`src/common/uffc_pkg.sv`:
```
package uffc_pkg;
   // Register map, byte-wide registers on a two-bit address
   localparam int ADDR_W = 2;
   localparam int DATA_W = 8;
   localparam logic [1:0] ADDR_CTRL = 2'h0;
   localparam logic [1:0] ADDR_DATA = 2'h1;
   localparam logic [1:0] ADDR_STAT = 2'h2;
   localparam logic [1:0] ADDR_BAUD = 2'h3;

   // Control register fields
   localparam int CTRL_EN = 7;
   localparam int CTRL_NINE = 6;
   localparam int CTRL_PAREN = 5;
   localparam int CTRL_ODD = 4;
   localparam int CTRL_TWO = 3;
   localparam int CTRL_BRK = 2;
   localparam int CTRL_RX9 = 1;
   localparam int CTRL_TX9 = 0;

   // Status register fields
   localparam int STAT_TXE = 0;
   localparam int STAT_TIDLE = 1;
   localparam int STAT_RXF = 2;
   localparam int STAT_PERR = 3;
   localparam int STAT_FERR = 4;
   localparam int STAT_RIDLE = 5;

   localparam logic [7:0] BAUD_RESET = 8'h0F;
   localparam logic [3:0] BREAK_BITS = 4'hD;
   localparam logic [3:0] LAST_BIT8 = 4'h7;
   localparam logic [3:0] LAST_BIT9 = 4'h8;

   typedef enum logic [5:0] {
      TX_IDLE = 6'h01,
      TX_START = 6'h02,
      TX_DATA = 6'h04,
      TX_STOP1 = 6'h08,
      TX_STOP2 = 6'h10,
      TX_BREAK = 6'h20
   } uffc_tx_e;

   typedef enum logic [3:0] {
      RX_IDLE = 4'h1,
      RX_START = 4'h2,
      RX_DATA = 4'h4,
      RX_STOP = 4'h8
   } uffc_rx_e;

   // Parity over the data bits ahead of the parity slot
   function automatic logic parity_bit(input logic [7:0] data, input logic nine,
                                       input logic odd);
      parity_bit = ^(nine ? data : (data & 8'h7F)) ^ odd;
   endfunction
endpackage

```
`src/rtl/uffc_top.sv`:
```
// Added by the designer: the address-and-strobe port and the address map.
`timescale 1ns/1ps
module uffc_top #(
   parameter int BAUD_W = 8
) (
   input wire logic clock_i,
   input wire logic nrst_i,
   input wire logic [1:0] addr_i,
   input wire logic [7:0] wdata_i,
   input wire logic wr_i,
   input wire logic rd_i,
   output logic [7:0] rdata_o,
   output logic serial_tx_pin_o,
   output logic serial_tx_oe_o,
   input wire logic serial_rx_pin_i
);
   if (BAUD_W < 2 || BAUD_W > uffc_pkg::DATA_W) begin : g_baud_chk
      $error("BAUD_W must lie between 2 and the register width");
   end

   // Control fields
   logic enable;
   logic word_len_nine_select;
   logic parity_enable_bit;
   logic parity_odd_select;
   logic two_stop_select;
   logic break_request;
   logic rx_ninth_bit;
   logic tx_ninth_bit;
   logic [BAUD_W-1:0] baud_div;

   // Transmit buffer and shifter
   logic [7:0] tx_buf;
   logic tx_buf_nine;
   logic tx_buf_full;
   uffc_pkg::uffc_tx_e tx_state;
   uffc_pkg::uffc_tx_e next_tx_state;
   logic [8:0] shreg;
   logic [3:0] bit_idx;
   logic [3:0] brk_cnt;
   logic [BAUD_W-1:0] baud_cnt;
   logic frame_nine;
   logic frame_two;

   // Receive holding
   logic [7:0] rx_data;
   logic rx_full;
   logic rx_perr;
   logic rx_ferr;
   logic [7:0] rx_byte;
   logic rx_ninth;
   logic rx_ninth_valid;
   logic rx_perr_now;
   logic rx_ferr_now;
   logic rx_done;
   logic rx_idle;

   // Bus decode
   wire wr_ctrl = wr_i && (addr_i == uffc_pkg::ADDR_CTRL);
   wire wr_data = wr_i && (addr_i == uffc_pkg::ADDR_DATA);
   wire wr_baud = wr_i && (addr_i == uffc_pkg::ADDR_BAUD);
   wire rd_data = rd_i && (addr_i == uffc_pkg::ADDR_DATA);

   wire bit_end = (baud_cnt == '0);
   wire tx_load = (tx_state == uffc_pkg::TX_IDLE) && tx_buf_full && enable;
   wire tx_idle = (tx_state == uffc_pkg::TX_IDLE) && !tx_buf_full;
   wire [3:0] last_idx = frame_nine ? uffc_pkg::LAST_BIT9 : uffc_pkg::LAST_BIT8;

   // Frame word: parity replaces the last data slot when enabled
   wire tx_par = uffc_pkg::parity_bit(tx_buf, word_len_nine_select,
                                      parity_odd_select);
   wire [8:0] raw_word = {word_len_nine_select ? tx_buf_nine : 1'b0, tx_buf};
   wire [8:0] par_word = word_len_nine_select ? {tx_par, tx_buf}
                                              : {1'b0, tx_par, tx_buf[6:0]};
   wire [8:0] load_word = parity_enable_bit ? par_word : raw_word;

   wire line_low = (tx_state == uffc_pkg::TX_START) ||
                   (tx_state == uffc_pkg::TX_BREAK);
   wire line_val = (tx_state == uffc_pkg::TX_DATA) ? shreg[0] : !line_low;

   wire [7:0] ctrl_rd = {enable, word_len_nine_select, parity_enable_bit,
                         parity_odd_select, two_stop_select, break_request,
                         rx_ninth_bit, 1'b0};
   wire [7:0] stat_rd = {2'h0, rx_idle, rx_ferr, rx_perr, rx_full, tx_idle, !tx_buf_full};
   wire [7:0] baud_rd = 8'(baud_div);
   wire [7:0] rd_mux = (addr_i == uffc_pkg::ADDR_CTRL) ? ctrl_rd :
                       (addr_i == uffc_pkg::ADDR_DATA) ? rx_data :
                       (addr_i == uffc_pkg::ADDR_STAT) ? stat_rd : baud_rd;

   always_comb begin
      next_tx_state = tx_state;
      case (tx_state)
         uffc_pkg::TX_IDLE: begin
            // Buffered character goes out before any break
            if (tx_buf_full) begin
               next_tx_state = uffc_pkg::TX_START;
            end else if (break_request) begin
               next_tx_state = uffc_pkg::TX_BREAK;
            end
         end
         uffc_pkg::TX_START: begin
            if (bit_end) begin
               next_tx_state = uffc_pkg::TX_DATA;
            end
         end
         uffc_pkg::TX_DATA: begin
            if (bit_end && bit_idx == last_idx) begin
               next_tx_state = uffc_pkg::TX_STOP1;
            end
         end
         uffc_pkg::TX_STOP1: begin
            if (bit_end) begin
               next_tx_state = frame_two ? uffc_pkg::TX_STOP2 : uffc_pkg::TX_IDLE;
            end
         end
         uffc_pkg::TX_STOP2: begin
            if (bit_end) begin
               next_tx_state = uffc_pkg::TX_IDLE;
            end
         end
         uffc_pkg::TX_BREAK: begin
            if (brk_cnt == uffc_pkg::BREAK_BITS && !break_request) begin
               next_tx_state = uffc_pkg::TX_IDLE;
            end
         end
         default: next_tx_state = uffc_pkg::TX_IDLE;
      endcase
   end

   // Control register; disabling also drops a pending break
   always_ff @(posedge clock_i) begin
      if (!nrst_i) begin
         enable <= 1'b0;
         word_len_nine_select <= 1'b0;
         parity_enable_bit <= 1'b0;
         parity_odd_select <= 1'b0;
         two_stop_select <= 1'b0;
         break_request <= 1'b0;
         tx_ninth_bit <= 1'b0;
         baud_div <= uffc_pkg::BAUD_RESET[BAUD_W-1:0];
      end else begin
         if (wr_ctrl) begin
            enable <= wdata_i[uffc_pkg::CTRL_EN];
            word_len_nine_select <= wdata_i[uffc_pkg::CTRL_NINE];
            parity_enable_bit <= wdata_i[uffc_pkg::CTRL_PAREN];
            parity_odd_select <= wdata_i[uffc_pkg::CTRL_ODD];
            two_stop_select <= wdata_i[uffc_pkg::CTRL_TWO];
            break_request <= wdata_i[uffc_pkg::CTRL_BRK] && wdata_i[uffc_pkg::CTRL_EN];
            tx_ninth_bit <= wdata_i[uffc_pkg::CTRL_TX9];
         end
         if (wr_baud) begin
            baud_div <= wdata_i[BAUD_W-1:0];
         end
      end
   end

   // Transmit buffer: a new write wins over the load that empties it
   always_ff @(posedge clock_i) begin
      if (!nrst_i || !enable) begin
         tx_buf <= 8'h00;
         tx_buf_nine <= 1'b0;
         tx_buf_full <= 1'b0;
      end else begin
         if (wr_data) begin
            tx_buf <= wdata_i;
            tx_buf_nine <= tx_ninth_bit;
         end
         tx_buf_full <= wr_data || (tx_buf_full && !tx_load);
      end
   end

   always_ff @(posedge clock_i) begin
      if (!nrst_i || !enable) begin
         tx_state <= uffc_pkg::TX_IDLE;
         shreg <= 9'h1FF;
         bit_idx <= 4'h0;
         brk_cnt <= 4'h0;
         baud_cnt <= '0;
         frame_nine <= 1'b0;
         frame_two <= 1'b0;
      end else begin
         tx_state <= next_tx_state;
         baud_cnt <= (bit_end || tx_state == uffc_pkg::TX_IDLE) ? baud_div : baud_cnt - 1'b1;
         if (tx_load) begin
            // Format frozen per frame so mid-frame writes are harmless
            shreg <= load_word;
            frame_nine <= word_len_nine_select;
            frame_two <= two_stop_select;
            bit_idx <= 4'h0;
         end else if (tx_state == uffc_pkg::TX_DATA && bit_end) begin
            shreg <= {1'b1, shreg[8:1]};
            bit_idx <= bit_idx + 4'h1;
         end
         if (tx_state != uffc_pkg::TX_BREAK) begin
            brk_cnt <= 4'h0;
         end else if (bit_end && brk_cnt != uffc_pkg::BREAK_BITS) begin
            brk_cnt <= brk_cnt + 4'h1;
         end
      end
   end

   always_ff @(posedge clock_i) begin
      if (!nrst_i) begin
         serial_tx_pin_o <= 1'b1;
         serial_tx_oe_o <= 1'b0;
      end else begin
         serial_tx_pin_o <= line_val || !enable;
         serial_tx_oe_o <= enable;
      end
   end

   uffc_rx #(
      .BAUD_W(BAUD_W)
   ) u_uffc_rx (
      .clock_i(clock_i),
      .nrst_i(nrst_i),
      .enable_i(enable),
      .nine_i(word_len_nine_select),
      .paren_i(parity_enable_bit),
      .odd_i(parity_odd_select),
      .baud_div_i(baud_div),
      .serial_rx_pin_i(serial_rx_pin_i),
      .data_o(rx_byte),
      .ninth_o(rx_ninth),
      .ninth_valid_o(rx_ninth_valid),
      .perr_o(rx_perr_now),
      .ferr_o(rx_ferr_now),
      .done_o(rx_done),
      .idle_o(rx_idle)
   );

   // Receive holding; a fresh character wins over the clearing read
   always_ff @(posedge clock_i) begin
      if (!nrst_i) begin
         rx_data <= 8'h00;
         rx_full <= 1'b0;
         rx_perr <= 1'b0;
         rx_ferr <= 1'b0;
         rx_ninth_bit <= 1'b0;
         rdata_o <= 8'h00;
      end else begin
         rdata_o <= rd_i ? rd_mux : 8'h00;
         rx_full <= enable && (rx_done || (rx_full && !rd_data));
         if (rx_done) begin
            rx_data <= rx_byte;
            rx_perr <= rx_perr_now;
            rx_ferr <= rx_ferr_now;
            if (rx_ninth_valid) begin
               rx_ninth_bit <= rx_ninth;
            end
         end else if (!enable) begin
            rx_perr <= 1'b0;
            rx_ferr <= 1'b0;
         end
      end
   end
endmodule

```
`src/rtl/uffc_rx.sv`:
```
`timescale 1ns/1ps
module uffc_rx #(
   parameter int BAUD_W = 8
) (
   input wire logic clock_i,
   input wire logic nrst_i,
   input wire logic enable_i,
   input wire logic nine_i,
   input wire logic paren_i,
   input wire logic odd_i,
   input wire logic [BAUD_W-1:0] baud_div_i,
   input wire logic serial_rx_pin_i,
   output logic [7:0] data_o,
   output logic ninth_o,
   output logic ninth_valid_o,
   output logic perr_o,
   output logic ferr_o,
   output logic done_o,
   output logic idle_o
);
   uffc_pkg::uffc_rx_e state;
   uffc_pkg::uffc_rx_e next_state;
   logic rx_meta;
   logic rx_line;
   logic [BAUD_W-1:0] cnt;
   logic [BAUD_W-1:0] next_cnt;
   logic [3:0] idx;
   logic [8:0] sh;
   logic [8:0] next_sh;

   wire cnt_end = (cnt == '0);
   wire [3:0] last_idx = nine_i ? uffc_pkg::LAST_BIT9 : uffc_pkg::LAST_BIT8;
   wire at_stop = (state == uffc_pkg::RX_STOP) && cnt_end;
   wire [8:0] raw = nine_i ? sh : {1'b0, sh[8:1]};
   wire par_rx = nine_i ? raw[8] : raw[7];
   wire par_ok = (par_rx == uffc_pkg::parity_bit(raw[7:0], nine_i, odd_i));
   // Parity slot never reaches data bit 7 or the ninth-bit store
   wire [7:0] data_keep = (!nine_i && paren_i) ? {1'b0, raw[6:0]} : raw[7:0];

   always_comb begin
      next_state = state;
      next_cnt = cnt_end ? baud_div_i : cnt - 1'b1;
      next_sh = sh;
      case (state)
         uffc_pkg::RX_IDLE: begin
            next_cnt = baud_div_i >> 1;
            if (!rx_line) begin
               next_state = uffc_pkg::RX_START;
            end
         end
         uffc_pkg::RX_START: begin
            if (cnt_end) begin
               next_state = rx_line ? uffc_pkg::RX_IDLE : uffc_pkg::RX_DATA;
            end
         end
         uffc_pkg::RX_DATA: begin
            if (cnt_end) begin
               next_sh = {rx_line, sh[8:1]};
               if (idx == last_idx) begin
                  next_state = uffc_pkg::RX_STOP;
               end
            end
         end
         uffc_pkg::RX_STOP: begin
            if (cnt_end) begin
               next_state = uffc_pkg::RX_IDLE;
            end
         end
         default: next_state = uffc_pkg::RX_IDLE;
      endcase
   end

   // Two stages: the pin is asynchronous to clock_i
   always_ff @(posedge clock_i) begin
      if (!nrst_i) begin
         rx_meta <= 1'b1;
         rx_line <= 1'b1;
      end else begin
         rx_meta <= serial_rx_pin_i;
         rx_line <= rx_meta;
      end
   end

   always_ff @(posedge clock_i) begin
      if (!nrst_i || !enable_i) begin
         state <= uffc_pkg::RX_IDLE;
         cnt <= '0;
         idx <= 4'h0;
         sh <= 9'h000;
      end else begin
         state <= next_state;
         cnt <= next_cnt;
         sh <= next_sh;
         if (state == uffc_pkg::RX_START) begin
            idx <= 4'h0;
         end else if (state == uffc_pkg::RX_DATA && cnt_end) begin
            idx <= idx + 4'h1;
         end
      end
   end

   always_ff @(posedge clock_i) begin
      if (!nrst_i) begin
         data_o <= 8'h00;
         ninth_o <= 1'b0;
         ninth_valid_o <= 1'b0;
         perr_o <= 1'b0;
         ferr_o <= 1'b0;
         done_o <= 1'b0;
      end else begin
         done_o <= at_stop && enable_i;
         if (at_stop) begin
            data_o <= data_keep;
            ninth_o <= raw[8];
            ninth_valid_o <= nine_i && !paren_i;
            perr_o <= paren_i && !par_ok;
            ferr_o <= !rx_line;
         end
      end
   end

   assign idle_o = (state == uffc_pkg::RX_IDLE);
endmodule

```
`config.mk`:
```
export PLATFORM = sky130hd
export DESIGN_NAME = uffc_top
export DESIGN_NICKNAME = d
export VERILOG_FILES = /design/src/common/uffc_pkg.sv /design/src/rtl/uffc_top.sv /design/src/rtl/uffc_rx.sv
export SDC_FILE = /design/constraint.sdc
export NUM_CORES = 1
export LEC_CHECK = 0
export ABC_AREA = 1
export BUFFER_PORTS_ARGS = -buffer_cell sky130_fd_sc_hd__buf_2
export CAP_MARGIN = 20
export CORE_MARGIN = 2
export CORE_UTILIZATION = 40
export CTS_BUF_LIST = sky130_fd_sc_hd__clkbuf_4 sky130_fd_sc_hd__clkbuf_8
export DETAILED_ROUTE_END_ITERATION = 16
export PLACE_DENSITY = 0.6
export RECOVER_POWER = 50
export SYNTH_ARGS = -nofsm -noshare
export SYNTH_HDL_FRONTEND = slang
export SYNTH_HIERARCHICAL = 1
export SYNTH_SLANG_ARGS = --single-unit
```
`constraint.sdc`:
```
create_clock -name clock_i -period 1.7 [get_ports clock_i]
set_input_delay 0.255 -clock clock_i [delete_from_list [all_inputs] [get_ports clock_i]]
set_output_delay 0.255 -clock clock_i [all_outputs]
set_load 0.005 [all_outputs]
```
* After elaboration in Yosys (flattened, before gate mapping)
Index checks and enable logic that the tools add are counted.
** Word-level totals
- Bits in registers :: 120
- Bits in latches :: 0
- Memory bits (writable) :: 0
- Memory bits (read-only) :: 0
- Logic and storage cells :: 172
- Memories :: 0
** Operators by class
- Add/subtract/negate cells :: 5
- Multipliers :: 0
- Div/mod/pow operators :: 0
- $lt $le $gt $ge :: 0
- Eq/ne operators :: 31
- Shifts and indexed selects :: 0
- Multiplexer cells :: 38
- Bitwise operators :: 4
- Reductions and logical operators :: 54
** Operator list (count)
- 2-to-1 mux 8 bit :: 8
- 2-to-1 mux 9 bit :: 5
- 2-to-1 mux 6 bit :: 7
- one-hot mux 6 bit (6 select lines) :: 1
- 2-to-1 mux 4 bit :: 7
- logical AND 1 bit :: 21
- logical NOT 8 bit :: 2
- one-hot mux 4 bit (4 select lines) :: 1
- XOR reduction 8 bit :: 2
- subtractor 8 x 1 -> 8 bit, second input constant :: 2
- inequality test 2 x 1 -> 1 bit, second input constant :: 7
- adder 4 x 1 -> 4 bit, second input constant :: 3
- logical NOT 1 bit :: 11
- equality test 4 bit :: 2
- equality test 4 bit, second input constant :: 2
- inequality test 2 bit, second input constant :: 4
- OR reduction 2 bit :: 4
- 2-to-1 mux 7 bit :: 1
- equality test 6 x 1 -> 1 bit, second input constant :: 1
- equality test 6 x 2 -> 1 bit, second input constant :: 1
- equality test 6 x 3 -> 1 bit, second input constant :: 1
- equality test 6 x 4 -> 1 bit, second input constant :: 1
- equality test 6 x 5 -> 1 bit, second input constant :: 1
- equality test 6 bit, second input constant :: 1
- other kinds (21) :: 36

* Depth between registers and ports, before layout
Gate-level depths: netlist (run 1).
- Word-level depth :: 7
- Mapped depth :: 15

* Hierarchy
Netlist (run 1), hierarchy kept.
** By module, submodules not included
- uffc_top :: times used 1, cells each 495, area an instance 3702.3 um^2, sequential area each 1601.5 um^2
- uffc_rx :: times used 1, cells each 302, area an instance 2133.3 um^2, sequential area each 800.8 um^2

* Worst setup path before layout (run 1)
OpenSTA, ideal clock, no wires.
- Kind :: reg-to-reg
- From :: register u_uffc_rx.cnt[0]
- To :: register u_uffc_rx.cnt[3]
- Arrival :: 1376 ps
- Slack :: 198 ps
- Cell stages (with the launch flop) :: 9
- Path buffers :: 1
- Period minus slack after synthesis :: 1502 ps
- Cell sequence :: dfxtp_1 > inv_1 > ha_1 > nor3b_2 > nand2_4 > clkbuf_1 > o21ai_0 > a21oi_1 > o32ai_1
** On the way
- Longest elaborated chain between the ends :: 3
- Elaborated cells on any way between the ends :: 4
- Classes of those cells :: add/sub (1); mux (2); reduce/logical (1)
** RTL lines
- start, declared :: RTL line uffc_rx.sv:25 : logic [BAUD_W-1:0] cnt;
- start signal, assigned :: RTL line uffc_rx.sv:92 : cnt <= next_cnt;
- subtractor 8 x 1 -> 8 bit / logical NOT 8 bit (equally long branches) :: RTL line uffc_rx.sv:42, uffc_rx.sv:31
- 2-to-1 mux 8 bit * :: RTL line uffc_rx.sv:42 : next_cnt = cnt_end ? baud_div_i : cnt - 1'b1;
- 2-to-1 mux 7 bit * :: RTL line uffc_rx.sv:44 : case (state)
Every way passes the cells marked *; elsewhere a longest branch is shown, timed or not.
A chain may end at the register's enable or synchronous reset.

* Final worst setup path (run 1)
- From :: register u_uffc_rx.cnt[0]
- To :: register u_uffc_rx.state[1]
** On the way
- Longest elaborated chain between the ends :: 3
- Elaborated cells on any way between the ends :: 5
- Classes of those cells :: eq/ne (3); reduce/logical (2)
** RTL lines
- logical NOT 8 bit * :: RTL line uffc_rx.sv:31 : wire cnt_end = (cnt == '0);
- inequality test 2 x 1 -> 1 bit (no source line)
- AND reduction 5 bit (no source line) *
- end signal, assigned :: RTL line uffc_rx.sv:86 : state <= uffc_pkg::RX_IDLE;
- end signal, assigned :: RTL line uffc_rx.sv:91 : state <= next_state;
- end, declared :: RTL line uffc_rx.sv:21 : uffc_pkg::uffc_rx_e state;
Marks and branches as above.

==> results of run 1 <==
-- worst paths after layout --
kind / startpoint / endpoint / cells past startpoint
worst max-delay path: u_uffc_rx/cnt[0] / u_uffc_rx/state[1] / 8
worst min-delay path: wdata_i[1] / baud_div[1] / 3
worst max register to register: u_uffc_rx/cnt[0] / u_uffc_rx/state[1] / 8
worst min register to register: u_uffc_rx/rx_meta / u_uffc_rx/rx_line / 1
-- layout make-up --
cell class              instances  area (um^2)
fillers                      1454         7700
flip-flops and latches        120         2400
inverters                     109          422
clock inverters                12          174
multi-input cells             546         2870
clock buffers                  20          269
repair buffers                 48          304
well taps                     184          230
-- state kept, by name, indices dropped and copies added, names as in the netlist, 4 cells and up --
signal / flops
rdata_o: 8
u_uffc_rx/state: 4
baud_cnt: 8
u_uffc_rx/data_o: 8
rx_data: 8
u_uffc_rx/cnt: 8
brk_cnt: 4
bit_idx: 4
shreg: 9
tx_buf: 8
u_uffc_rx/sh: 9
u_uffc_rx/idx: 4
baud_div: 8
tx_state: 6
-- Yosys cell counts (7+ instances only) --
master,instances,area share [%]
nand2_1,170,11
dfxtp_1,120,41
inv_1,97,6.2
a21oi_1,75,6.4
o21ai_0,63,5.4
nor2_1,58,3.7
nand3_1,44,3.8
o21ai_1,26,2.2
nand4_1,10,1.1
o211ai_1,9,1.2
ha_1,8,1.7
inv_2,8,0.51
nor2_2,8,0.86
a211oi_2,7,1.5
buf_6,7,1.4
clkbuf_1,7,0.45
o21ai_2,7,1.1
-- per-stage QoR --
stage	worst slack, ns	power [mW]
final	0.156	6.07
after detailed placement	0.0385	3.28
after CTS	0.0306	6.14
after global routing	0.00502	6.31
after floorplan	0.198	3.16
after global placement	0.0615	3.29
-- logic make-up after synthesis --
group                    count (synthesis)  share of synthesized area (%)
AO/OA/AOI/OAI                          206                           20.3
flip-flops                             120                           41.2
AND/OR/NAND/NOR                        324                           26.0
adder cells (fa/ha/maj)                  8                           1.72
buffers and inverters                  131                           9.69
XOR/XNOR                                 8                           1.20
-- power groups by stage --
stage | registers, mW | clock network, mW | logic (mW)
2_1_floorplan | 2.93 | 0 | 0.235
3_3_place_gp | 2.94 | 0 | 0.349
3_5_place_dp | 2.94 | 0 | 0.348
4_1_cts | 2.87 | 2.91 | 0.352
5_1_grt | 2.87 | 3.05 | 0.388
6_report | 2.87 | 2.85 | 0.346
-- what timing repair did --
| item | 4_1_cts | 5_1_grt |
|---|---|---|
| buffers inserted | 0 | 0 |
| endpoints found under the setup margin | 0 | 16 |
| resized for setup | 0 | 6 |
| hold endpoints to repair | 1 | 0 |
| hold buffers | 1 | 0 |
-- tightest hold or removal path, delay by kind of cell --
kind | cells | cell delay [ns]
buffers and inverters | 1 | 0.10
AO/OA/AOI/OAI | 2 | 0.12
-- layer usage --
metal	part of all wire, %	vias to the layer above	track usage, %
met1	53	2219	25.4
met4	1.1	0	6.21
met3	2.8	14	3.82
met5	0	-	0
li1	-	2709	-
met2	43	62	26.9
==> results.json, run 1 <==
{
  "final_area_um2": 6670,
  "slew-limit-headroom_pct": 67.6,
  "slowest_delay_ns": 0.31,
  "coreArea_um2": 14400,
  "final_antenna_net_count": 0,
  "nets": 865,
  "hold_violations": 0,
  "ys_ff_latch": 120,
  "p_switching_mw": 1.43,
  "grt_pass1_vias": 4554,
  "finish.utilization_pct": 46.4,
  "skew_ns": 0.0111,
  "fin_tns_setup_ns": 0,
  "final_cells": 1039,
  "arrival_ns": 1.87,
  "start_util_pct": 40.6,
  "swShare_pct": 23.5,
  "rsz0062_at_grt": "false",
  "path_cells": "inv_1 > ha_1 > nor3b_2 > nand2_4 > o21ai_1 > nand3_1 > o21ai_0 > a21oi_1",
  "internal_power_mw": 4.64,
  "drt-pass1-iter-count": 6,
  "seqPwrFrac_pct": 47.3,
  "finalMaxSlewViolations": 0,
  "power_density_nw_per_um2": 911,
  "crit_fanout": 4,
  "vias": 5004,
  "vias_per_cell": 4.82,
  "antenna_cells": 0,
  "grt_overflow": 0,
  "cts_sinks": 120,
  "final_cell_mix": "nand2_1 (170), dfxtp_1 (120), inv_1 (99), a21oi_1 (75), o21ai_0 (65)",
  "netlist_instances": 797,
  "worst_pin_slew_ns": 0.485,
  "synth_edf_count": 0,
  "die_area_um2": 15600,
  "layout_min_cycle_time_ns": 1.54,
  "cts_root_buf": "clkbuf_8",
  "die_width_um": 125,
  "drc": 0,
  "dp.cells": 1006,
  "hold_ws_ns": 0.0712,
  "first_iter_violations": 287,
  "critical_path_required_ns": 2.03,
  "startpoint_type": "flip-flop",
  "cp_slowest_cell": "dfxtp_1",
  "cts_tree": "yes",
  "layout_commonest_cell": "nand2_1",
  "num_io_pins": 25,
  "p_leak_nw": 2.84,
  "htree_levels": 4,
  "fmax_mhz": 648,
  "grtUsageTotal_pct": 17.9,
  "ys.warnings.count": 6,
  "post-dp-hpwl_um": 9960,
  "synth_seq_area_share_pct": 41.2,
  "setup_viol": 0,
  "place.gp.congestion": 0.833,
  "p_comb_share_pct": 5.7,
  "clock_path_buffers": 2,
  "drive_gt1_share_pct": 14.7,
  "crit_path_end_kind": "flip-flop",
  "criticalPathCategory": "flip-flop to flip-flop",
  "outcome": "complete, no violations",
  "worstSkewPairLatency_ns": 0.44,
  "path_buf_inv": 1,
  "clockPowerShare_pct": 47.0,
  "cts_inserted_buffers": 17,
  "wl_per_cell_um": 13.0,
  "cp_top_family": "simple AND/OR/NAND/NOR gates",
  "clk_pin_slew_ns": 0.07,
  "io_buffers": 24,
  "num_rows": 44,
  "grt_antenna_before_repair": 0,
  "synth_cell_type_count": 47,
  "finalCritPeriodShare_pct": 90.8,
  "vdd_drop_max_mv": 0.443,
  "avgSynthCellArea_um2": 7.32,
  "grt_max_degree": 21,
  "grt_pass1_wl_um": 22500,
  "syn_to_final_growth_pct": 14.2,
  "syn_nets": 820,
  "ys.flop_type": "dfxtp_1",
  "syn_area_um2": 5840,
  "route.final.wire_length_um": 13500,
  "place_area_um2": 6230,
  "hold_path_class": "input port to flip-flop",
  "ys_async_sr_fraction_pct": 0,
  "rrSetupSlack_ns": 0.16,
  "drv_cap": 0,
  "die_h_um": 125
}
Power figures use the tool's default switching activity.
==> inputs of run 2 (changes only) <==
--- a/config.mk
+++ b/config.mk
@@ -8,7 +8,7 @@
 export ABC_AREA = 1
 export BUFFER_PORTS_ARGS = -buffer_cell sky130_fd_sc_hd__buf_2
 export CAP_MARGIN = 20
-export CORE_MARGIN = 2
+export CORE_MARGIN = 4
 export CORE_UTILIZATION = 40
 export CTS_BUF_LIST = sky130_fd_sc_hd__clkbuf_4 sky130_fd_sc_hd__clkbuf_8
 export DETAILED_ROUTE_END_ITERATION = 16
==> run 2 against run 1 <==
Critical path depth down 2. Hold slack improved by 0.0083 ns. Non-clock buffer count shrank 4. Clock power is 11% lower.
==> results.json, run 2 (same netlist as run 1, synthesis figures left out) <==
{
  "critical_path_required_ns": 2.04,
  "criticalPathCategory": "input port to flip-flop",
  "p_leak_nw": 2.79,
  "rrSetupSlack_ns": 0.13,
  "finalWorstSetupSlack_ns": 0.0920,
  "num_io_pins": 25,
  "antenna_cells": 0,
  "nFillCells": 1478,
  "hold_violations": 0,
  "htree_levels": 4,
  "cts_inserted_buffers": 17,
  "cts_root_buf": "clkbuf_8",
  "place_ws_ns": -0.0142,
  "drv_cap": 0,
  "vias": 5158,
  "worst_r2r_endpoint": "u_uffc_rx/data_o[0]",
  "worstSkewPairLatency_ns": 0.45,
  "cp-endpoint": "rdata_o[1]",
  "finalPower_mw": 5.76,
  "cts_sinks": 120,
  "grt_overflow": 0,
  "fmax_mhz": 622,
  "route.final.wire_length_um": 13800,
  "hold_path_class": "input port to flip-flop",
  "clock_path_buffers": 2,
  "die_h_um": 129,
  "clk_pin_slew_ns": 0.07,
  "slew-limit-headroom_pct": 52.1,
  "die_area_um2": 16600,
  "worst_pin_slew_ns": 0.719,
  "drc": 0,
  "post-dp-hpwl_um": 9910,
  "die_width_um": 129,
  "grt_max_degree": 21,
  "crit_path_end_kind": "flip-flop",
  "rr_startpoint": "u_uffc_rx/cnt[0]",
  "wl_per_cell_um": 13.4,
  "startpoint_type": "input port",
  "critPathLaunch": "nrst_i",
  "vdd_drop_max_mv": 0.503,
  "top_regs": "shreg (9), u_uffc_rx/sh (9)",
  "layout_min_cycle_time_ns": 1.61,
  "cts_tree": "yes",
  "syn_to_final_growth_pct": 12.8,
  "vias_per_cell": 5.01,
  "setup_viol": 0,
  "nets": 861,
  "final_cell_mix": "nand2_1 (170), dfxtp_1 (119), inv_1 (96), a21oi_1 (75), o21ai_0 (63)",
  "skew_ns": 0.00789,
  "finalCritPeriodShare_pct": 94.6,
  "place.gp.congestion": 0.826,
  "final_antenna_net_count": 0,
  "grtUsageTotal_pct": 17.1,
  "first_iter_violations": 389,
  "drt-pass1-iter-count": 4,
  "start_util_pct": 41.4,
  "grt_pass1_vias": 4572,
  "rsz0062_at_grt": "true",
  "io_buffers": 24,
  "reg2reg_depth": 9,
  "power_density_nw_per_um2": 875,
  "layout_commonest_cell": "nand2_1",
  "coreArea_um2": 14100,
  "finalMaxSlewViolations": 0,
  "outcome": "complete, no violations",
  "num_rows": 43,
  "arrival_ns": 1.95,
  "crit_fanout": 19,
  "grt_antenna_before_repair": 0,
  "drive_gt1_share_pct": 14.7,
  "grt_pass1_wl_um": 22500
}
-- run 2: worst min path at each step --
stage | startpoint | to | cells after the start
2_1_floorplan | serial_rx_pin_i | u_uffc_rx/rx_meta | 1
3_3_place_gp | u_uffc_rx/rx_meta | u_uffc_rx/rx_line | 1
3_5_place_dp | u_uffc_rx/rx_meta | u_uffc_rx/rx_line | 1
4_1_cts | wdata_i[1] | baud_div[1] | 3
5_1_grt | wdata_i[1] | baud_div[1] | 3
6_report | wdata_i[1] | baud_div[1] | 3
-- run 2: per-stage QoR --
step,TNS (ns),cells,hold WS [ns],util (%),cell area [um^2]
floorplan,0,797,0.362,-,5840
global placement,0,997,0.411,43.8,6180
detailed placement,-0.0142,997,0.409,43.8,6180
CTS,0,1029,0.0513,46.6,6570
global route,-0.0381,1030,0.0803,46.7,6580
finish,0,1030,0.0796,46.7,6580
-- run 2: what timing repair did --
action	4_1_cts	5_1_grt
setup buffers	0	1
pin swaps	0	1
endpoints found under the setup margin	2	6
hold endpoints to repair	1	0
hold buffers	1	0
cloned	0	0
resized for setup	1	5
-- run 2: cell type report --
cell class	instances	area (um^2)	share of cell area (%)
repair buffers	44	273	4.14
clock buffers	22	284	4.32
inverters	109	417	6.33
clock inverters	9	100	1.52
well taps	180	225	3.42
flip-flops and latches	120	2410	36.6
multi-input cells	546	2880	43.7
-- run 2: power breakdown --
group	total [mW]	internal, mW	leakage (nW)	switching [mW]
Sequential	2.88	2.84	0.971	0.0346
Combinational	0.347	0.117	1.62	0.231
Clock	2.54	1.40	0.199	1.13
Total	5.76	4.36	2.79	1.40
-- run 2: critical path, cell delays in order --
cell and delay (ns):
clkbuf_1 0.34, clkbuf_1 0.60, nand2_1 0.24, inv_1 0.18, o21ai_0 0.11, a21oi_1 0.23
-- run 2: per-layer routing --
metal / wire length, um / vias to the layer above / GRT usage, %
li1: - / 2704 / -
met4: 163 / 0 / 5.50
met5: 0 / - / 0
met2: 6060 / 105 / 25.2
met1: 6970 / 2334 / 24.5
met3: 628 / 15 / 4.44
